[config.mk]
export PLATFORM = sky130hd
export DESIGN_NAME = rdsc_top
export DESIGN_NICKNAME = d
export VERILOG_FILES = /design/src/rdsc_top.v
export VERILOG_INCLUDE_DIRS = /design/src
export SDC_FILE = /design/constraint.sdc
export NUM_CORES = 1
export LEC_CHECK = 0
export BUFFER_PORTS_ARGS = -buffer_cell sky130_fd_sc_hd__buf_2
export CAP_MARGIN = 10
export CELL_PAD_IN_SITES_DETAIL_PLACEMENT = 0
export CELL_PAD_IN_SITES_GLOBAL_PLACEMENT = 1
export CORE_MARGIN = 2
export CORE_UTILIZATION = 47
export DETAILED_ROUTE_END_ITERATION = 16
export PLACE_DENSITY_LB_ADDON = 0.1
export SYNTH_ARGS = -nofsm -noshare
export SYNTH_HDL_FRONTEND = slang
export SYNTH_SLANG_ARGS = --single-unit
[constraint.sdc]
create_clock -name REF_CLK -period 3.4 [get_ports REF_CLK]
set_input_delay 0.85 -clock REF_CLK [delete_from_list [all_inputs] [get_ports REF_CLK]]
set_output_delay 0.85 -clock REF_CLK [all_outputs]
set_load 0.02 [all_outputs]
[src/rdsc_map.vh]
`ifndef RDSC_MAP_VH
`define RDSC_MAP_VH
`define RDSC_OFS_CTRL 12'h000
`define RDSC_OFS_BAUD 12'h004
`define RDSC_OFS_VALUE 12'h008
`define RDSC_OFS_AL1 12'h00C
`define RDSC_OFS_LIM1 12'h010
`define RDSC_OFS_AL2 12'h014
`define RDSC_OFS_LIM2 12'h018
`define RDSC_OFS_NCOL 12'h01C
`define RDSC_OFS_DISPLO 12'h020
`define RDSC_OFS_DISPHI 12'h024
`define RDSC_OFS_STATUS 12'h028
`define RDSC_CTRL_HOST 0
`define RDSC_CTRL_MULTI 1
`define RDSC_CTRL_PTYPE 2
`define RDSC_CTRL_RST 16'h0000
`define RDSC_BAUD_RST 16'h32DD
`define RDSC_COL_GREEN 2'h0
`define RDSC_COL_RED 2'h1
`define RDSC_COL_AMBER 2'h2
`define RDSC_AMODE_HIGH 2'h0
`define RDSC_AMODE_LOW 2'h1
`define RDSC_AMODE_WIN 2'h2
`define RDSC_CH_STAR 8'h2A
`define RDSC_CH_CR 8'h0D
`define RDSC_CH_X 8'h58
`define RDSC_CH_ZERO 8'h30
`define RDSC_CH_SPACE 8'h20
`define RDSC_FRAME_LEN 3'h6
`define RDSC_MENU_ITEMS 2'h3
`define RDSC_SEL_LAST 8'h02
`define RDSC_FLASH_MS 250
`define RDSC_CLK_KHZ 125000
`define RDSC_PEAK_HALVES 4'h6
`define RDSC_STORE_HALVES 4'h2
`endif

[src/rdsc_top.v]
// The implementer's own choices: the APB register port and the register offsets.
`timescale 1ns/1ns
`default_nettype none
`include "rdsc_map.vh"

module rdsc_top #(
	parameter [31:0] FLASH_CYC = `RDSC_FLASH_MS * `RDSC_CLK_KHZ
) (
	input wire REF_CLK,
	input wire RST,
	input wire CE,
	input wire PSEL,
	input wire PENABLE,
	input wire PWRITE,
	input wire [11:0] PADDR,
	input wire [31:0] PWDATA,
	output reg [31:0] PRDATA,
	output reg PREADY,
	output reg PSLVERR,
	input wire RXD,
	output reg TXD,
	output reg TX_EN,
	input wire BTN_MENU,
	input wire BTN_UP,
	input wire BTN_ENTER,
	input wire BTN_PEAK,
	input wire BTN_VALLEY,
	input wire BTN_PROC,
	output reg [1:0] COLOUR,
	output reg DISP_BLANK,
	output reg DISP_PEAK,
	output reg DISP_STORE
);
	localparam M_RUN = 2'h0, M_TOP = 2'h1, M_SUB = 2'h2;
	localparam R_IDLE = 2'h0, R_START = 2'h1, R_DATA = 2'h2, R_STOP = 2'h3;
	localparam F_STAR = 3'h0, F_TENS = 3'h1, F_UNITS = 3'h2, F_CR1 = 3'h3, F_DATA = 3'h4;

	// Alarm test against the high limit, the low limit or both, by mode
	function alarm_hit;
		input signed [15:0] val;
		input signed [15:0] lo;
		input signed [15:0] hi;
		input [1:0] mode;
		begin
			case (mode)
				`RDSC_AMODE_HIGH: alarm_hit = (val >= hi);
				`RDSC_AMODE_LOW: alarm_hit = (val <= lo);
				`RDSC_AMODE_WIN: alarm_hit = (val <= lo) || (val >= hi);
				default: alarm_hit = 1'b0;
			endcase
		end
	endfunction

	// Letters and punctuation without a glyph become blanks
	function [7:0] glyph;
		input [7:0] c;
		begin
			case (c | 8'h20)
				8'h78, 8'h77, 8'h7A: glyph = `RDSC_CH_SPACE;
				default: glyph = ((c < 8'h20) || (c == 8'h21) || (c == 8'h22) || (c == 8'h3B) ||
					(c == 8'h3F) || (c > 8'h7E)) ? `RDSC_CH_SPACE : c;
			endcase
		end
	endfunction

	// Pin synchronisers, second stage feeds the logic
	reg [6:0] pin_s1_reg;
	reg [6:0] pin_s2_reg;
	reg [6:0] pin_old_reg;
	wire [6:0] pin_in = {RXD, BTN_PROC, BTN_VALLEY, BTN_PEAK, BTN_ENTER, BTN_UP, BTN_MENU};
	wire [5:0] press = pin_s2_reg[5:0] & ~pin_old_reg[5:0];
	wire rx_pin = pin_s2_reg[6];
	always @(posedge REF_CLK) begin
		if (RST) begin
			pin_s1_reg <= 7'h40;
			pin_s2_reg <= 7'h40;
			pin_old_reg <= 7'h40;
		end else if (CE) begin
			pin_s1_reg <= pin_in;
			pin_s2_reg <= pin_s1_reg;
			pin_old_reg <= pin_s2_reg;
		end
	end

	// Software registers
	reg [15:0] ctrl_reg;
	reg [15:0] baud_reg;
	reg [15:0] value_reg;
	reg [5:0] al1_reg;
	reg [5:0] al2_reg;
	reg [31:0] lim1_reg;
	reg [31:0] lim2_reg;
	reg [1:0] ncol_reg;
	reg [47:0] disp_reg;
	reg [7:0] param_reg [0:3];
	wire host = ctrl_reg[`RDSC_CTRL_HOST];
	wire multi = ctrl_reg[`RDSC_CTRL_MULTI];
	wire ptype = ctrl_reg[`RDSC_CTRL_PTYPE];
	wire [7:0] addr_bcd = ctrl_reg[15:8];

	// Alarm and colour choice, alarm 1 first
	wire a1 = al1_reg[0] & alarm_hit(value_reg, lim1_reg[15:0], lim1_reg[31:16], al1_reg[2:1]);
	wire a2 = al2_reg[0] & alarm_hit(value_reg, lim2_reg[15:0], lim2_reg[31:16], al2_reg[2:1]);
	wire [1:0] colour_next = a1 ? al1_reg[5:4] : (a2 ? al2_reg[5:4] : ncol_reg);

	// Transmitter state
	reg [39:0] tx_buf_reg;
	reg [2:0] tx_len_reg;
	reg [2:0] tx_idx_reg;
	reg [9:0] tx_sh_reg;
	reg [3:0] tx_bit_reg;
	reg [15:0] tx_cnt_reg;
	reg tx_busy_reg;

	// Receiver and frame parser state
	reg [1:0] rx_st_reg;
	reg [15:0] rx_cnt_reg;
	reg [2:0] rx_bit_reg;
	reg [7:0] rx_sh_reg;
	reg [2:0] fr_st_reg;
	reg [3:0] fr_tens_reg;
	reg fr_match_reg;
	reg [2:0] fr_len_reg;
	reg [47:0] fr_buf_reg;
	reg [7:0] frames_reg;
	reg fr_mode_reg;

	// Menu state
	reg [1:0] menu_st_reg;
	reg [1:0] item_reg;
	reg [7:0] work_reg;
	reg [31:0] fl_cnt_reg;
	reg [3:0] fl_halves_reg;
	reg fl_peak_reg;

	// APB slave: answers in the first access cycle
	wire apb_wr = PSEL & PENABLE & PREADY & PWRITE;
	wire setup = PSEL & ~PENABLE;
	reg [31:0] rd_mux;
	reg hit;
	always @* begin
		hit = 1'b1;
		case (PADDR)
			`RDSC_OFS_CTRL: rd_mux = {16'h0000, ctrl_reg};
			`RDSC_OFS_BAUD: rd_mux = {16'h0000, baud_reg};
			`RDSC_OFS_VALUE: rd_mux = {16'h0000, value_reg};
			`RDSC_OFS_AL1: rd_mux = {26'h0000000, al1_reg};
			`RDSC_OFS_LIM1: rd_mux = lim1_reg;
			`RDSC_OFS_AL2: rd_mux = {26'h0000000, al2_reg};
			`RDSC_OFS_LIM2: rd_mux = lim2_reg;
			`RDSC_OFS_NCOL: rd_mux = {30'h00000000, ncol_reg};
			`RDSC_OFS_DISPLO: rd_mux = disp_reg[31:0];
			`RDSC_OFS_DISPHI: rd_mux = {16'h0000, disp_reg[47:32]};
			`RDSC_OFS_STATUS: rd_mux = {frames_reg, param_reg[item_reg], 6'h00, tx_busy_reg, a2, a1,
				fl_peak_reg, item_reg, menu_st_reg, COLOUR};
			default: begin
				rd_mux = 32'h00000000;
				hit = 1'b0;
			end
		endcase
	end

	always @(posedge REF_CLK) begin
		if (RST) begin
			PREADY <= 1'b0;
			PRDATA <= 32'h00000000;
			PSLVERR <= 1'b0;
			ctrl_reg <= `RDSC_CTRL_RST;
			baud_reg <= `RDSC_BAUD_RST;
			value_reg <= 16'h0000;
			al1_reg <= 6'h00;
			al2_reg <= 6'h00;
			lim1_reg <= 32'h00000000;
			lim2_reg <= 32'h00000000;
			ncol_reg <= `RDSC_COL_GREEN;
		end else if (CE) begin
			PREADY <= setup;
			PSLVERR <= setup & ~hit;
			if (setup)
				PRDATA <= PWRITE ? 32'h00000000 : rd_mux;
			if (apb_wr && hit) begin
				case (PADDR)
					`RDSC_OFS_CTRL: ctrl_reg <= PWDATA[15:0];
					`RDSC_OFS_BAUD: baud_reg <= PWDATA[15:0];
					`RDSC_OFS_VALUE: value_reg <= PWDATA[15:0];
					`RDSC_OFS_AL1: al1_reg <= PWDATA[5:0];
					`RDSC_OFS_LIM1: lim1_reg <= PWDATA;
					`RDSC_OFS_AL2: al2_reg <= PWDATA[5:0];
					`RDSC_OFS_LIM2: lim2_reg <= PWDATA;
					`RDSC_OFS_NCOL: ncol_reg <= PWDATA[1:0];
					default: ;
				endcase
			end
		end
	end

	// Host requests: command digit chosen by button, and by peer type for peak and valley (proc is always '1')
	wire [7:0] cmd_dig = press[3] ? (ptype ? 8'h33 : 8'h32) :
		press[4] ? (ptype ? 8'h34 : 8'h33) : 8'h31;
	wire [7:0] a_tens = {4'h3, addr_bcd[7:4]};
	wire [7:0] a_units = {4'h3, addr_bcd[3:0]};
	wire req = host & ~tx_busy_reg & (|press[5:3]);

	// Transmitter, 8N1; driver enable only while sending on the shared pair
	always @(posedge REF_CLK) begin
		if (RST) begin
			tx_busy_reg <= 1'b0;
			tx_buf_reg <= 40'h0000000000;
			tx_len_reg <= 3'h0;
			tx_idx_reg <= 3'h0;
			tx_sh_reg <= 10'h3FF;
			tx_bit_reg <= 4'h0;
			tx_cnt_reg <= 16'h0000;
			TXD <= 1'b1;
			TX_EN <= 1'b0;
		end else if (CE) begin
			TX_EN <= ~multi | tx_busy_reg;
			TXD <= tx_sh_reg[0];
			if (req) begin
				tx_busy_reg <= 1'b1;
				tx_idx_reg <= 3'h0;
				tx_bit_reg <= 4'h0;
				tx_cnt_reg <= 16'h0000;
				if (multi) begin
					tx_buf_reg <= {cmd_dig, `RDSC_CH_ZERO, `RDSC_CH_X, a_units, a_tens};
					tx_len_reg <= 3'h5;
				end else begin
					tx_buf_reg <= {16'h0000, cmd_dig, `RDSC_CH_ZERO, `RDSC_CH_X};
					tx_len_reg <= 3'h3;
				end
				tx_sh_reg <= {1'b1, `RDSC_CH_STAR, 1'b0};
			end else if (tx_busy_reg) begin
				if (tx_cnt_reg == baud_reg) begin
					tx_cnt_reg <= 16'h0000;
					tx_sh_reg <= {1'b1, tx_sh_reg[9:1]};
					if (tx_bit_reg == 4'h9) begin
						tx_bit_reg <= 4'h0;
						if (tx_idx_reg == tx_len_reg) begin
							tx_busy_reg <= 1'b0;
						end else begin
							tx_sh_reg <= {1'b1, tx_buf_reg[7:0], 1'b0};
							tx_buf_reg <= {8'h00, tx_buf_reg[39:8]};
							tx_idx_reg <= tx_idx_reg + 3'h1;
						end
					end else begin
						tx_bit_reg <= tx_bit_reg + 4'h1;
					end
				end else begin
					tx_cnt_reg <= tx_cnt_reg + 16'h0001;
				end
			end
		end
	end

	// Receiver; on the half-duplex pair our own echo is ignored
	wire rx_ok = ~(multi & tx_busy_reg);
	wire [15:0] half_baud = {1'b0, baud_reg[15:1]};
	reg rx_stb;
	always @(posedge REF_CLK) begin
		if (RST) begin
			rx_st_reg <= R_IDLE;
			rx_cnt_reg <= 16'h0000;
			rx_bit_reg <= 3'h0;
			rx_sh_reg <= 8'h00;
			rx_stb <= 1'b0;
		end else if (CE) begin
			rx_stb <= 1'b0;
			rx_cnt_reg <= rx_cnt_reg + 16'h0001;
			case (rx_st_reg)
				R_IDLE: begin
					rx_cnt_reg <= 16'h0000;
					if (!rx_pin && rx_ok)
						rx_st_reg <= R_START;
				end
				R_START: if (rx_cnt_reg == half_baud) begin
					rx_cnt_reg <= 16'h0000;
					rx_bit_reg <= 3'h0;
					rx_st_reg <= rx_pin ? R_IDLE : R_DATA;
				end
				R_DATA: if (rx_cnt_reg == baud_reg) begin
					rx_cnt_reg <= 16'h0000;
					rx_sh_reg <= {rx_pin, rx_sh_reg[7:1]};
					rx_bit_reg <= rx_bit_reg + 3'h1;
					if (rx_bit_reg == 3'h7)
						rx_st_reg <= R_STOP;
				end
				R_STOP: if (rx_cnt_reg == baud_reg) begin
					rx_st_reg <= R_IDLE;
					rx_stb <= rx_pin;
				end
				default: rx_st_reg <= R_IDLE;
			endcase
		end
	end

	// Slave-mode frame parser; a frame of the wrong length is dropped
	wire [2:0] fr_home = multi ? F_STAR : F_DATA;
	wire is_cr = (rx_sh_reg == `RDSC_CH_CR);
	always @(posedge REF_CLK) begin
		if (RST) begin
			fr_st_reg <= F_DATA;
			fr_tens_reg <= 4'h0;
			fr_match_reg <= 1'b0;
			fr_len_reg <= 3'h0;
			fr_buf_reg <= 48'h000000000000;
			disp_reg <= {6{`RDSC_CH_SPACE}};
			frames_reg <= 8'h00;
			fr_mode_reg <= 1'b0;
		end else if (CE) begin
			// A change of link mode restarts the parser, so no stale state of the old mode survives
			fr_mode_reg <= multi;
			if (host || fr_mode_reg != multi) begin
				fr_st_reg <= fr_home;
				fr_len_reg <= 3'h0;
			end else if (rx_stb) begin
				case (fr_st_reg)
					F_STAR: if (rx_sh_reg == `RDSC_CH_STAR)
						fr_st_reg <= F_TENS;
					F_TENS: begin
						fr_tens_reg <= rx_sh_reg[3:0];
						fr_st_reg <= F_UNITS;
					end
					F_UNITS: begin
						fr_match_reg <= ({fr_tens_reg, rx_sh_reg[3:0]} == addr_bcd);
						fr_st_reg <= F_CR1;
					end
					F_CR1: fr_st_reg <= is_cr ? F_DATA : F_STAR;
					F_DATA: begin
						if (is_cr) begin
							if (fr_len_reg == `RDSC_FRAME_LEN && (fr_match_reg || !multi)) begin
								disp_reg <= {glyph(fr_buf_reg[47:40]), glyph(fr_buf_reg[39:32]),
									glyph(fr_buf_reg[31:24]), glyph(fr_buf_reg[23:16]),
									glyph(fr_buf_reg[15:8]), glyph(fr_buf_reg[7:0])};
								frames_reg <= frames_reg + 8'h01;
							end
							fr_len_reg <= 3'h0;
							fr_st_reg <= fr_home;
						end else begin
							fr_buf_reg <= {fr_buf_reg[39:0], rx_sh_reg};
							if (fr_len_reg != 3'h7)
								fr_len_reg <= fr_len_reg + 3'h1;
						end
					end
					default: fr_st_reg <= fr_home;
				endcase
			end
		end
	end

	// Front-panel menu; items 0..1 are choice lists, 2..3 numbers that wrap
	wire fl_tick = (fl_cnt_reg == FLASH_CYC - 32'h1);
	wire [7:0] work_up = (!item_reg[1] && work_reg == `RDSC_SEL_LAST) ? 8'h00 : work_reg + 8'h01;
	always @(posedge REF_CLK) begin
		if (RST) begin
			menu_st_reg <= M_RUN;
			item_reg <= 2'h0;
			work_reg <= 8'h00;
			fl_cnt_reg <= 32'h00000000;
			fl_halves_reg <= 4'h0;
			fl_peak_reg <= 1'b0;
			param_reg[0] <= 8'h00;
			param_reg[1] <= 8'h00;
			param_reg[2] <= 8'h00;
			param_reg[3] <= 8'h00;
		end else if (CE) begin
			if (fl_halves_reg != 4'h0) begin
				fl_cnt_reg <= fl_tick ? 32'h00000000 : fl_cnt_reg + 32'h1;
				if (fl_tick)
					fl_halves_reg <= fl_halves_reg - 4'h1;
			end
			case (menu_st_reg)
				M_RUN: begin
					if (press[0]) begin
						menu_st_reg <= M_TOP;
						item_reg <= 2'h0;
					end else if (press[1] && fl_halves_reg == 4'h0) begin
						fl_peak_reg <= 1'b1;
						fl_halves_reg <= `RDSC_PEAK_HALVES;
						fl_cnt_reg <= 32'h00000000;
					end
				end
				M_TOP: begin
					if (press[0])
						item_reg <= (item_reg == `RDSC_MENU_ITEMS) ? 2'h0 : item_reg + 2'h1;
					else if (press[1])
						menu_st_reg <= M_RUN;
					else if (press[2]) begin
						menu_st_reg <= M_SUB;
						work_reg <= param_reg[item_reg];
					end
				end
				M_SUB: begin
					if (press[0])
						menu_st_reg <= M_TOP;
					else if (press[1])
						work_reg <= work_up;
					else if (press[2]) begin
						param_reg[item_reg] <= work_reg;
						menu_st_reg <= M_TOP;
						fl_peak_reg <= 1'b0;
						fl_halves_reg <= `RDSC_STORE_HALVES;
						fl_cnt_reg <= 32'h00000000;
					end
				end
				default: menu_st_reg <= M_RUN;
			endcase
		end
	end

	// Display outputs; peak shows in odd halves, store message for its whole time
	always @(posedge REF_CLK) begin
		if (RST) begin
			COLOUR <= `RDSC_COL_GREEN;
			DISP_BLANK <= 1'b0;
			DISP_PEAK <= 1'b0;
			DISP_STORE <= 1'b0;
		end else if (CE) begin
			COLOUR <= colour_next;
			DISP_PEAK <= fl_peak_reg && (fl_halves_reg != 4'h0);
			DISP_BLANK <= fl_peak_reg && fl_halves_reg[0];
			DISP_STORE <= !fl_peak_reg && (fl_halves_reg != 4'h0);
		end
	end
endmodule // rdsc_top
`default_nettype wire

# Word level (Yosys, flattened, before mapping)
# Memories as Yosys holds them, arrays and structs flattened. A register that Yosys moved wholly into a read port is not among the register bits.
# Cells that the tools add are included.
[totals]
regBits = 459
ramBits = 32
out_inout_bits = 41
n_memories = 1
[op_classes]
n_eq_ne = 102
n_addsub = 11
n_lt_le_gt_ge = 16
n_bitwise = 20
n_reduce_logical = 99
muxes = 134
[memory_table]
columns = ["name", "depth", "word_bits", "rd", "rd_ports_with_merged_regs", "wr", "line_no", "source"]
rows = [
  ["param_reg", 4, 8, 1, 1, 4, "rdsc_top.v:95", "reg [7:0] param_reg [0:3];"],
]
[ops]
columns = ["cell", "count"]
rows = [
  ["$pmux W32 S11", 1],
  ["$mux W32", 8],
  ["$eq A8 B6 Y1 const B", 25],
  ["$mux W40", 5],
  ["$mux W8", 19],
  ["$eq A7 B6 Y1 const B", 18],
  ["$mux W16", 5],
  ["$mux W3", 22],
  ["$pmux W32 S2", 1],
  ["$eq A12 B5 Y1 const B", 4],
  ["$gt A8 B7 Y1 const B", 6],
  ["$lt A8 B6 Y1 const B", 6],
  ["$pmux W16 S3", 1],
  ["$mux W4", 11],
  ["$mux W2", 21],
  ["$mux W38", 1],
  ["$eq A12 B6 Y1 const B", 3],
  ["$logic_or A1 B1 Y1", 34],
  ["$ne A2 B2 Y1 const B", 17],
  ["$add A16 B1 Y16 const B", 2],
  ["$add A32 B1 Y32 const B", 1],
  ["$eq A16 B16 Y1", 2],
  ["$eq A32 B25 Y1 const B", 1],
  ["$ge A16 B16 Y1", 2],
  ["56 further kinds", 166],
]

# Depth between registers and ports, before layout
# Gate-level depths: netlist (run 1).
[depth]
ltp_word = 11
mapped_depth = 11
depth_no_buf = 10

# Worst setup path before layout (run 1)
# No wires, ideal clock.
[synth_timing]
kind = "input to register"
startpoint = "input PADDR[7]"
endpoint = "register al2_reg[5]"
path_slack_ns = 0.512
setup_ns = 0.125
n_path_buf = 0
path_stages = 7
t_required_ns = 3.275
arrival_ns = 2.763
cell_sequence = "nor4_4 -> nand2_4 -> a211o_1 -> or3_4 -> nor3_4 -> mux2i_1 -> nor2_2"
[synth_between]
elab_chain_cells = 5
elab_cells_between_ends = 15
classes_between = "eq/ne: 10; mux: 1; reduce/logical: 4"
[synth_lines]
columns = ["element", "line_no", "source"]
rows = [
  ["from (decl)", "rdsc_top.v:15", "input wire [11:0] PADDR,"],
  ["$eq A12 B5 Y1, or another cell as far along", "rdsc_top.v:143", "case (PADDR)"],
  ["$reduce_or A11 Y1 (no line)", "n/a", ""],
  ["$mux W1", "rdsc_top.v:143", ""],
  ["$logic_and A1 B1 Y1", "rdsc_top.v:181", "if (apb_wr && hit) begin"],
  ["$reduce_and A3 Y1 (no line) (*)", "n/a", ""],
  ["to (signal assigned)", "rdsc_top.v:188", "`RDSC_OFS_AL2: al2_reg <= PWDATA[5:0];"],
  ["to (decl)", "rdsc_top.v:90", "reg [5:0] al2_reg;"],
]
# Every way passes the cells marked *; elsewhere a longest branch is shown, timed or not.
# A chain may end at the register's enable or synchronous reset.

# Worst setup path in the final report (run 1)
[layout_timing]
startpoint = "register value_reg[9]"
endpoint = "register COLOUR[1]"
[layout_between]
elab_chain_cells = 6
elab_cells_between_ends = 12
classes_between = "order compare: 4; mux: 4; bitwise: 2; reduce/logical: 2"
[layout_lines]
columns = ["element", "line_no", "source"]
rows = [
  ["from (decl)", "rdsc_top.v:88", "reg [15:0] value_reg;"],
  ["from (signal assigned)", "rdsc_top.v:185", "`RDSC_OFS_VALUE: value_reg <= PWDATA[15:0];"],
  ["$le A16 B16 Y1 or $ge A16 B16 Y1 (tied branches)", "rdsc_top.v:47, rdsc_top.v:48, rdsc_top.v:46", ""],
  ["$logic_or A1 B1 Y1", "rdsc_top.v:48", "`RDSC_AMODE_WIN: alarm_hit = (val <= lo) || (val >= hi);"],
  ["$pmux W1 S3", "rdsc_top.v:45", "case (mode)"],
  ["$and A1 B1 Y1", "rdsc_top.v:103", "wire a2 = al2_reg[0] & alarm_hit(value_reg, lim2_reg[15:0], lim2_reg[31:16], al2_reg[2:1]);"],
  ["$mux W2", "rdsc_top.v:104", "wire [1:0] colour_next = a1 ? al1_reg[5:4] : (a2 ? al2_reg[5:4] : ncol_reg);"],
  ["$mux W2 (*)", "rdsc_top.v:104", ""],
  ["to (signal assigned)", "rdsc_top.v:413", "COLOUR <= `RDSC_COL_GREEN;"],
  ["to (signal assigned)", "rdsc_top.v:418", "COLOUR <= colour_next;"],
  ["to (decl)", "rdsc_top.v:29", "output reg [1:0] COLOUR,"],
]
# Marks and branches as above.

==> flow_metrics.env, run 1 <==
export IMPL_status="completed"
export IMPL_std_cell_rows=80
export IMPL_grt_max_degree=124
export IMPL_dr_total_vias=20080
export IMPL_peakVddDrop_v=0.000356
export IMPL_gp_congestion=0.927
export IMPL_timing_fmax_mhz=316
export IMPL_cts_root_buf="clkbuf_16"
export IMPL_postRouteWirelength_um=70900
export IMPL_setup_violations=0
export IMPL_cts_sinks=479
export IMPL_start_kind="flop"
export IMPL_synth_edff_count=32
export IMPL_grt_pass1_wl_um=110000
export IMPL_max_slew_worst_pin_slew_ps=978
export IMPL_utilization_pct=54.1
export IMPL_min_period_ps=3160
export IMPL_cts_hold_buf=0
export IMPL_drive_gt1_share_pct=11.4
export IMPL_fillers=4510
export IMPL_cts_tree="built"
export IMPL_drt_initial_drc_count=1893
export IMPL_h_tree_depth=2
export IMPL_hold_ws_ps=451
export IMPL_drcViolationCount=0
export IMPL_critPathMaxFanout=6
export IMPL_path_clk_slew_ps=60
export IMPL_io_buffers=97
export IMPL_ys_flop_type="dfxtp_1"
export IMPL_clock_skew_ps=23.6
export IMPL_firstDrtPassIters=7
export IMPL_hold_viol_final=0
export IMPL_io_pins=98
export IMPL_ys_seq_area_share_pct=43.3
export IMPL_syn2layout_area_growth_pct=13.3
export IMPL_die_area_mm2=0.0505
export IMPL_yosys_warnings=0
export IMPL_worst_ep_arrival_time_ps=3660
export IMPL_diodes=0
export IMPL_power_leakage_nw=9.27
export IMPL_cts_path_max_buffers=3
export IMPL_place_detailed_hpwl_um=50800
export IMPL_cts_setup_buffers=0
export IMPL_synth_async_reset_ratio_pct=0
export IMPL_setup_tns_ps=0
export IMPL_start_util_pct=47.8
export IMPL_antenna_found_initial=3
export IMPL_final_net_count=2924
export IMPL_synthesis_nets=2859
export IMPL_power_density_mw_per_mm2=455
export IMPL_slew_headroom_pct=34.8
export IMPL_clock_latency_ps=620
export IMPL_cp_required_ps=3900
export IMPL_gr_total_overflow=0
export IMPL_via_per_inst=5.83
export IMPL_rrSetupSlack_ps=240
export IMPL_max_cap_viol_count=0
export IMPL_final_max_slew_violation_count=0
export IMPL_min_period_over_period_pct=92.9
export IMPL_critical_path_class="reg2reg"
export IMPL_core_area_mm2=0.0479
export IMPL_synth_seq_cells=479
export IMPL_avgRoutedWirePerCell_um=20.6
export IMPL_ys_types=89
export IMPL_grt_pass1_vias=18614
export IMPL_rsz0062_at_grt="no"
export IMPL_cp_end_kind="flop"
export IMPL_dieHeight_um=225
export IMPL_syn_avg_cell_area_um2=8.41
export IMPL_die_w_um=225
export IMPL_min_path_type="reg2reg"
export IMPL_grt_usage_pct=27.8
export IMPL_ant_nets=0
export IMPL_cts_buffers=54
export IMPL_syn_area_mm2=0.0229
export IMPL_cts_resized_gates=0
export IMPL_syn_inst=2722
[critical path, cell delays in order (launching register included)]
cell and delay [ps]:
dfxtp_1 690, ha_1 260, nand4_1 120, or4_1 560
o311ai_1 570, o21a_1 250, mux2_1 360, a31o_1 230
[per-layer routing]
metal	global-route usage, %	vias up	part of all wire [%]
li1	-	9682	-
met1	39.5	9659	46
met2	42.6	634	44
met3	6.19	103	8.2
met4	7.26	2	2.5
met5	0	-	0.013
[cell usage in the layout, fill, tap and decap left out, drive strengths merged, types with 8 or more instances in the layout]
cell type	Yosys	layout
nand2	474	474
dfxtp	447	447
a21oi	298	298
nor2	278	278
buf	31	173
a22oi	108	108
inv	90	92
xor2	89	89
clkbuf	133	89
ha	80	80
mux2i	60	60
nand3	58	58
o21ai	51	51
nor3	46	46
nand4	41	41
and2	38	38
nor4	38	38
xnor2	32	32
edfxtp	32	32
and3	31	31
a31oi	23	23
nand2b	19	19
or3	17	17
a211oi	14	14
nor2b	13	13
nand3b	12	12
a221oi	11	11
or2	10	10
o211ai	9	9
a22o	9	9
or4	9	9
o311ai	9	9
a311oi	8	8
o22ai	8	8
mux4	8	8
[cells by family after synthesis]
logic type,Yosys count,synth area share (%)
AND/OR/NAND/NOR,1114,23.2
AO/OA/AOI/OAI,603,16.5
flip-flops,479,43.3
buffers and inverters,254,4.45
XOR/XNOR,121,4.63
adder cells (fa/ha/maj),80,4.37
multiplexers,71,3.56
[layout make-up]
class	count	area, um2	area share (%)
clock buffer	89	1660	6.38
clock inverter	9	91.3	0.352
inverter	90	338	1.30
multi-input combinational	1989	12000	46.2
sequential	479	9910	38.2
tap	615	769	2.96
timing repair buffer	173	1200	4.64
[synthesized netlist by cell type, types with 38 or more instances]
cell type | instances | area [um2]
nor2_1 | 277 | 1040
ha_1 | 80 | 1000
nand3_1 | 58 | 290
a22oi_1 | 108 | 811
inv_1 | 88 | 330
o21ai_0 | 48 | 240
nor3_1 | 38 | 190
xor2_1 | 89 | 780
nand4_1 | 41 | 257
mux2i_1 | 60 | 601
and2_1 | 38 | 238
dfxtp_1 | 447 | 8950
clkbuf_1 | 133 | 499
nand2_1 | 462 | 1730
a21oi_1 | 288 | 1440
[final timing paths]
path,start,end,cells after the start
max,value_reg[9]$_SDFFE_PP0P_,COLOUR[1]$_SDFFE_PP0P_,7
min,tx_buf_reg[25]$_SDFFE_PP0P_,tx_buf_reg[25]$_SDFFE_PP0P_,2
max reg2reg,value_reg[9]$_SDFFE_PP0P_,COLOUR[1]$_SDFFE_PP0P_,7
min reg2reg,tx_buf_reg[25]$_SDFFE_PP0P_,tx_buf_reg[25]$_SDFFE_PP0P_,2
[where the power goes]
part	switching [mW]	internal [mW]
clock network	2.36	3.38
registers	0.0198	5.70
logic	0.244	0.0935
total	2.62	9.18
[metrics by stage]
| step | std cells | instance area (um2) | setup WS (ps) | total power, mW |
|---|---|---|---|---|
| 2_1_floorplan | 2722 | 22900 | 512 | 6.01 |
| 3_3_place_gp | 3346 | 24200 | 189 | 6.17 |
| 3_5_place_dp | 3346 | 24200 | 135 | 6.17 |
| 4_1_cts | 3444 | 26000 | 324 | 11.9 |
| 5_1_grt | 3444 | 26000 | 80.4 | 12.2 |
| 6_report | 3444 | 26000 | 240 | 11.8 |
Power figures use the tool's default switching activity.
==> inputs of run 2 (changes only) <==
--- a/config.mk
+++ b/config.mk
@@ -6,12 +6,13 @@
 export SDC_FILE = /design/constraint.sdc
 export NUM_CORES = 1
 export LEC_CHECK = 0
+export ABC_AREA = 1
 export BUFFER_PORTS_ARGS = -buffer_cell sky130_fd_sc_hd__buf_2
 export CAP_MARGIN = 10
 export CELL_PAD_IN_SITES_DETAIL_PLACEMENT = 0
 export CELL_PAD_IN_SITES_GLOBAL_PLACEMENT = 1
 export CORE_MARGIN = 2
-export CORE_UTILIZATION = 47
+export CORE_UTILIZATION = 46
 export DETAILED_ROUTE_END_ITERATION = 16
 export PLACE_DENSITY_LB_ADDON = 0.1
 export SYNTH_ARGS = -nofsm -noshare
==> run 2 against run 1 <==
Against the previous run:
- clock skew down 1.0 ps
- utilization fell by 1.5 points
- global-route usage grew 0.83 points
- critical path type unchanged
- highest routed layer is now met4
==> flow_metrics.env, run 2 <==
export IMPL_syn_inst=3356
export IMPL_min_period_over_period_pct=90.1
export IMPL_yosys_warnings=0
export IMPL_ys_flop_type="dfxtp_1"
export IMPL_setup_tns_ps=0
export IMPL_power_share_sequential_pct=46.3
export IMPL_power_density_mw_per_mm2=464
export IMPL_postRouteWirelength_um=77800
export IMPL_diodes=0
export IMPL_drive_gt1_share_pct=8.56
export IMPL_final_net_count=3563
export IMPL_syn_avg_cell_area_um2=7.13
export IMPL_internal_power_mw=9.58
export IMPL_yosysMostFrequentCell="nand2_1"
export IMPL_ant_nets=0
export IMPL_cts_hold_buf=0
export IMPL_gp_congestion=0.961
export IMPL_slew_headroom_pct=43.3
export IMPL_final_max_slew_violation_count=0
export IMPL_clock_skew_ps=22.6
export IMPL_ys_types=56
export IMPL_timing_fmax_mhz=326
export IMPL_avgRoutedWirePerCell_um=18.7
export IMPL_start_kind="flop"
export IMPL_dieHeight_um=232
export IMPL_switching_share_pct=23.6
export IMPL_peakVddDrop_v=0.000451
export IMPL_cts_sinks=479
export IMPL_switchingPower_mw=2.96
export IMPL_firstDrtPassIters=5
export IMPL_io_pins=98
export IMPL_cts_root_buf="clkbuf_16"
export IMPL_clock_latency_ps=610
export IMPL_layout_setup_ws_ps=337
export IMPL_core_area_mm2=0.0514
export IMPL_grt_pass1_vias=21278
export IMPL_r2r_start="menu_st_reg[1]$_SDFFE_PP0P_"
export IMPL_p_clk_share_pct=48.6
export IMPL_h_tree_depth=2
export IMPL_cts_buffers=54
export IMPL_cp_startpoint="menu_st_reg[1]$_SDFFE_PP0P_"
export IMPL_hold_ws_ps=446
export IMPL_grt_usage_pct=28.6
export IMPL_grt_max_degree=115
export IMPL_syn2layout_area_growth_pct=13.0
export IMPL_hold_viol_final=0
export IMPL_drt_initial_drc_count=1600
export IMPL_power_leakage_nw=11.3
export IMPL_ys_seq_area_share_pct=41.4
export IMPL_min_path_type="reg2reg"
export IMPL_cts_path_max_buffers=3
export IMPL_synthesis_nets=3493
export IMPL_synth_edff_count=32
export IMPL_critPathMaxFanout=9
export IMPL_cts_resized_gates=0
export IMPL_rsz0062_at_grt="no"
export IMPL_dr_total_vias=22897
export IMPL_yosys_area_top_type_share_pct=37.4
export IMPL_fillers=5084
export IMPL_yosys_top_cells_area="dfxtp_1 37%, nand2_1 9.6%, inv_1 6.5%, nor2_1 6.4%, a21oi_1 5.3%"
export IMPL_max_slew_worst_pin_slew_ps=851
export IMPL_critical_path_class="reg2reg"
export IMPL_yosysTopAreaCell="dfxtp_1"
export IMPL_io_buffers=97
export IMPL_antenna_found_initial=1
export IMPL_syn_area_mm2=0.0239
export IMPL_grt_pass1_wl_um=121000
export IMPL_crit_end="param_reg[1][6]$_SDFFCE_PN0P_"
export IMPL_status="completed"
export IMPL_start_util_pct=46.5
export IMPL_gr_total_overflow=0
export IMPL_rrSetupSlack_ps=340
export IMPL_mostFrequentLayoutCells="612 x nand2_1, 447 x dfxtp_1, 413 x inv_1, 411 x nor2_1, 253 x a21oi_1"
export IMPL_max_cap_viol_count=0
export IMPL_die_w_um=232
export IMPL_cts_setup_buffers=0
export IMPL_place_detailed_hpwl_um=56800
export IMPL_final_common_cell="nand2_1"
export IMPL_cts_tree="built"
export IMPL_cp_end_kind="flop"
export IMPL_die_area_mm2=0.0539
export IMPL_cp_required_ps=3680
export IMPL_r2r_cells=12
export IMPL_power_frac_comb_pct=5.1
export IMPL_synth_seq_cells=479
export IMPL_synth_common_cells="613 x nand2_1, 447 x dfxtp_1, 414 x inv_1"
export IMPL_std_cell_rows=83
export IMPL_reg2reg_to="param_reg[1][6]$_SDFFCE_PN0P_"
export IMPL_dpl_worst_slack_ps=120
export IMPL_worst_ep_arrival_time_ps=3340
export IMPL_path_clk_slew_ps=60
export IMPL_min_period_ps=3060
export IMPL_setup_violations=0
export IMPL_via_per_inst=5.52
export IMPL_synth_async_reset_ratio_pct=0
export IMPL_drcViolationCount=0
run 2: worst min-delay path by stage:
stage / slack [ps] / endpoint / start / cells past startpoint
2_1_floorplan: 420 / frames_reg[7]$_SDFFE_PP0P_ / frames_reg[7]$_SDFFE_PP0P_ / 1
3_3_place_gp: 430 / disp_reg[47]$_SDFFE_PP0P_ / disp_reg[47]$_SDFFE_PP0P_ / 2
3_5_place_dp: 440 / disp_reg[15]$_SDFFE_PP0P_ / disp_reg[15]$_SDFFE_PP0P_ / 2
4_1_cts: 430 / pin_s1_reg[6]$_SDFFE_PP1P_ / RXD / 3
5_1_grt: 460 / pin_s1_reg[0]$_SDFFE_PP0P_ / BTN_MENU / 3
6_report: 450 / disp_reg[15]$_SDFFE_PP0P_ / disp_reg[15]$_SDFFE_PP0P_ / 2
run 2: cells by family (layout without fill, tap and decap cells):
group / after synthesis / in the layout / share of synthesized area, %
AND/OR/NAND/NOR: 1417 / 1417 / 25.2
adder cells (fa/ha/maj): 80 / 80 / 4.18
flip-flops: 479 / 479 / 41.4
buffers and inverters: 575 / 689 / 9.34
AO/OA/AOI/OAI: 742 / 742 / 17.5
XOR/XNOR: 63 / 63 / 2.31
run 2: critical path: stages (launching register included):
cell and delay [ps]:
dfxtp_1 350, inv_1 160, nor2_4 260, inv_1 130, nor3_2 290, inv_1 60, nor2_1 330, inv_1 120
nor2_1 170, inv_2 120, nor2_1 200, nand2_2 190, nand2_1 320
run 2: final cells by class:
cell class / count / area, um2 / share of cell area (%)
Tap cell: 680 / 851 / 3.15
Sequential cell: 479 / 9910 / 36.7
Inverter: 431 / 1630 / 6.01
Timing Repair Buffer: 158 / 996 / 3.68
Multi-Input combinational cell: 2302 / 11800 / 43.6
Clock buffer: 81 / 1620 / 5.98
Clock inverter: 19 / 245 / 0.907
run 2: metal layers:
layer / part of all wire (%) / up-vias / GRT usage [%]
li1: - / 11330 / -
met2: 46 / 664 / 46.2
met3: 5.8 / 113 / 3.16
met4: 2.7 / 0 / 8.77
met1: 46 / 10790 / 40.1
met5: 0 / - / 0
run 2: per-stage QoR:
| stage | util, % | instance area [um2] | std cells | power, mW |
|---|---|---|---|---|
| floorplan | - | 23900 | 3356 | 6.30 |
| global placement | 49.0 | 25200 | 4050 | 6.56 |
| detailed placement | 49.0 | 25200 | 4050 | 6.56 |
| CTS | 52.6 | 27000 | 4150 | 12.6 |
| global route | 52.6 | 27000 | 4150 | 13.0 |
| finish | 52.6 | 27000 | 4150 | 12.5 |
run 2: power by group through the flow:
| stage | registers (mW) | logic, mW | clock network (mW) |
|---|---|---|---|
| floorplan | 5.92 | 0.383 | 0 |
| global placement | 5.93 | 0.624 | 0 |
| detailed placement | 5.93 | 0.632 | 0 |
| CTS | 5.81 | 0.634 | 6.21 |
| global route | 5.82 | 0.702 | 6.44 |
| finish | 5.81 | 0.636 | 6.09 |
==> inputs of run 3 (changes only) <==
--- a/config.mk
+++ b/config.mk
@@ -12,7 +12,7 @@
 export CELL_PAD_IN_SITES_DETAIL_PLACEMENT = 0
 export CELL_PAD_IN_SITES_GLOBAL_PLACEMENT = 1
 export CORE_MARGIN = 2
-export CORE_UTILIZATION = 46
+export CORE_UTILIZATION = 45
 export DETAILED_ROUTE_END_ITERATION = 16
 export PLACE_DENSITY_LB_ADDON = 0.1
 export SYNTH_ARGS = -nofsm -noshare
==> run 3 against run 2 <==
Against the previous run:
- combinational power about the same
- global-route usage is 0.75 points lower
- first-iteration DRC count increased by 2.4%
- sequential cell count stayed put
- die area increased by 2.2%
- via count fell by 0.70%
- sequential share of layout area fell by 0.071 points
- clock skew fell by 5.8 ps
- utilization fell by 1.0 points
- wire length up 1.4%
==> flow_metrics.env, run 3 (synthesis gave the netlist of run 2 again) <==
export IMPL_status="completed"
export IMPL_antenna_found_initial=2
export IMPL_cts_buffers=55
export IMPL_dieHeight_um=235
export IMPL_path_clk_slew_ps=60
export IMPL_io_pins=98
export IMPL_cts_resized_gates=0
export IMPL_drt_initial_drc_count=1639
export IMPL_gr_total_overflow=0
export IMPL_drive_gt1_share_pct=8.58
export IMPL_setup_tns_ps=0
export IMPL_core_area_mm2=0.0526
export IMPL_dr_total_vias=22737
export IMPL_min_period_ps=2920
export IMPL_power_frac_comb_pct=5.0
export IMPL_syn2layout_area_growth_pct=13.2
export IMPL_min_path_type="reg2reg"
export IMPL_grt_usage_pct=27.9
export IMPL_firstDrtPassIters=5
export IMPL_io_buffers=97
export IMPL_cp_required_ps=3660
export IMPL_avgRoutedWirePerCell_um=18.9
export IMPL_grt_max_degree=113
export IMPL_rsz0062_at_grt="no"
export IMPL_cts_setup_buffers=0
export IMPL_die_area_mm2=0.0550
export IMPL_power_density_mw_per_mm2=471
export IMPL_final_common_cell="nand2_1"
export IMPL_cp_end_kind="flop"
export IMPL_layout_setup_ws_ps=478
export IMPL_start_kind="flop"
export IMPL_h_tree_depth=2
export IMPL_worst_ep_arrival_time_ps=3190
export IMPL_switching_share_pct=23.7
export IMPL_drcViolationCount=0
export IMPL_start_util_pct=45.5
export IMPL_final_max_slew_violation_count=0
export IMPL_critPathMaxFanout=9
export IMPL_std_cell_rows=84
export IMPL_ant_nets=0
export IMPL_slew_headroom_pct=43.2
export IMPL_hold_viol_final=0
export IMPL_clock_latency_ps=610
export IMPL_internal_power_mw=9.74
export IMPL_cts_path_max_buffers=3
export IMPL_gp_congestion=0.925
export IMPL_critical_path_class="reg2reg"
export IMPL_postRouteWirelength_um=78800
export IMPL_place_detailed_hpwl_um=57200
export IMPL_grt_pass1_vias=21267
export IMPL_min_period_over_period_pct=85.9
export IMPL_p_clk_share_pct=49.5
export IMPL_clock_skew_ps=16.8
export IMPL_max_slew_worst_pin_slew_ps=845
export IMPL_via_per_inst=5.47
export IMPL_die_w_um=235
export IMPL_peakVddDrop_v=0.000412
export IMPL_fillers=5299
export IMPL_grt_pass1_wl_um=123000
export IMPL_cts_tree="built"
export IMPL_diodes=0
export IMPL_power_share_sequential_pct=45.6
export IMPL_rrSetupSlack_ps=480
export IMPL_cts_hold_buf=0
export IMPL_timing_fmax_mhz=342
export IMPL_power_leakage_nw=11.3
export IMPL_setup_violations=0
export IMPL_cts_root_buf="clkbuf_16"
export IMPL_switchingPower_mw=3.02
export IMPL_dpl_worst_slack_ps=178
export IMPL_cts_sinks=479
export IMPL_final_net_count=3562
export IMPL_mostFrequentLayoutCells="612 x nand2_1, 447 x dfxtp_1, 413 x inv_1, 411 x nor2_1, 253 x a21oi_1"
export IMPL_max_cap_viol_count=0
run 3: changes by cell type in the layout (fill, tap and decap cells not counted):
cell,previous run,this run
clkbuf_16,56,58
clkinv_2,11,13
clkinv_8,2,0
buf_12,4,3
buf_4,58,57
bufinv_16,5,6
clkbuf_1,12,13
clkbuf_2,1,0
clkbuf_8,12,11
clkinvlp_4,1,2
inv_16,0,1
run 3: layout make-up:
type / count / area [um2] / share of cell area, %
clock inverters: 22 / 280 / 1.03
flip-flops and latches: 479 / 9910 / 36.6
clock buffers: 82 / 1650 / 6.10
inverters: 431 / 1630 / 6.00
repair buffers: 156 / 968 / 3.58
well taps: 688 / 861 / 3.18
multi-input cells: 2302 / 11800 / 43.5
run 3: per-layer routing:
metal,vias to the layer above,GRT usage (%),part of all wire [%]
li1,11315,-,-
met1,10647,38.9,47
met2,653,44.0,44
met3,122,4.43,6.2
met4,0,9.05,3.0
met5,-,0,0
run 3: worst max-delay path: stages, from the launching register on:
cell and delay [ps]:
dfxtp_1 350, inv_1 140, nor2_4 240, inv_1 100
nor3_2 330, inv_1 90, nor2_1 210, inv_1 90
nor2_1 150, inv_2 130, nor2_1 190, nand2_2 200
nand2_1 350
run 3: per-stage QoR:
stage	power (mW)	hold WS [ps]	utilization, %	cells	area [um2]
final	12.8	447	51.5	4160	27100
after floorplan	6.30	422	-	3356	23900
after detailed placement	6.56	438	47.9	4056	25200
after global placement	6.56	430	47.9	4056	25200
after global routing	13.2	462	51.5	4160	27100
after CTS	12.9	439	51.5	4160	27100
run 3: power groups by stage:
stage / combinational, mW / clock (mW) / sequential (mW)
after global routing: 0.698 / 6.67 / 5.82
final: 0.634 / 6.31 / 5.81
after detailed placement: 0.627 / 0 / 5.94
after floorplan: 0.383 / 0 / 5.92
after global placement: 0.621 / 0 / 5.93
after CTS: 0.630 / 6.41 / 5.81
run 3: final timing paths:
kind,start,endpoint,cells past startpoint
setup / recovery,menu_st_reg[1]$_SDFFE_PP0P_,param_reg[0][3]$_SDFFCE_PN0P_,12
hold / removal,disp_reg[23]$_SDFFE_PP0P_,disp_reg[23]$_SDFFE_PP0P_,2
setup reg to reg,menu_st_reg[1]$_SDFFE_PP0P_,param_reg[0][3]$_SDFFCE_PN0P_,12
hold reg to reg,disp_reg[23]$_SDFFE_PP0P_,disp_reg[23]$_SDFFE_PP0P_,2
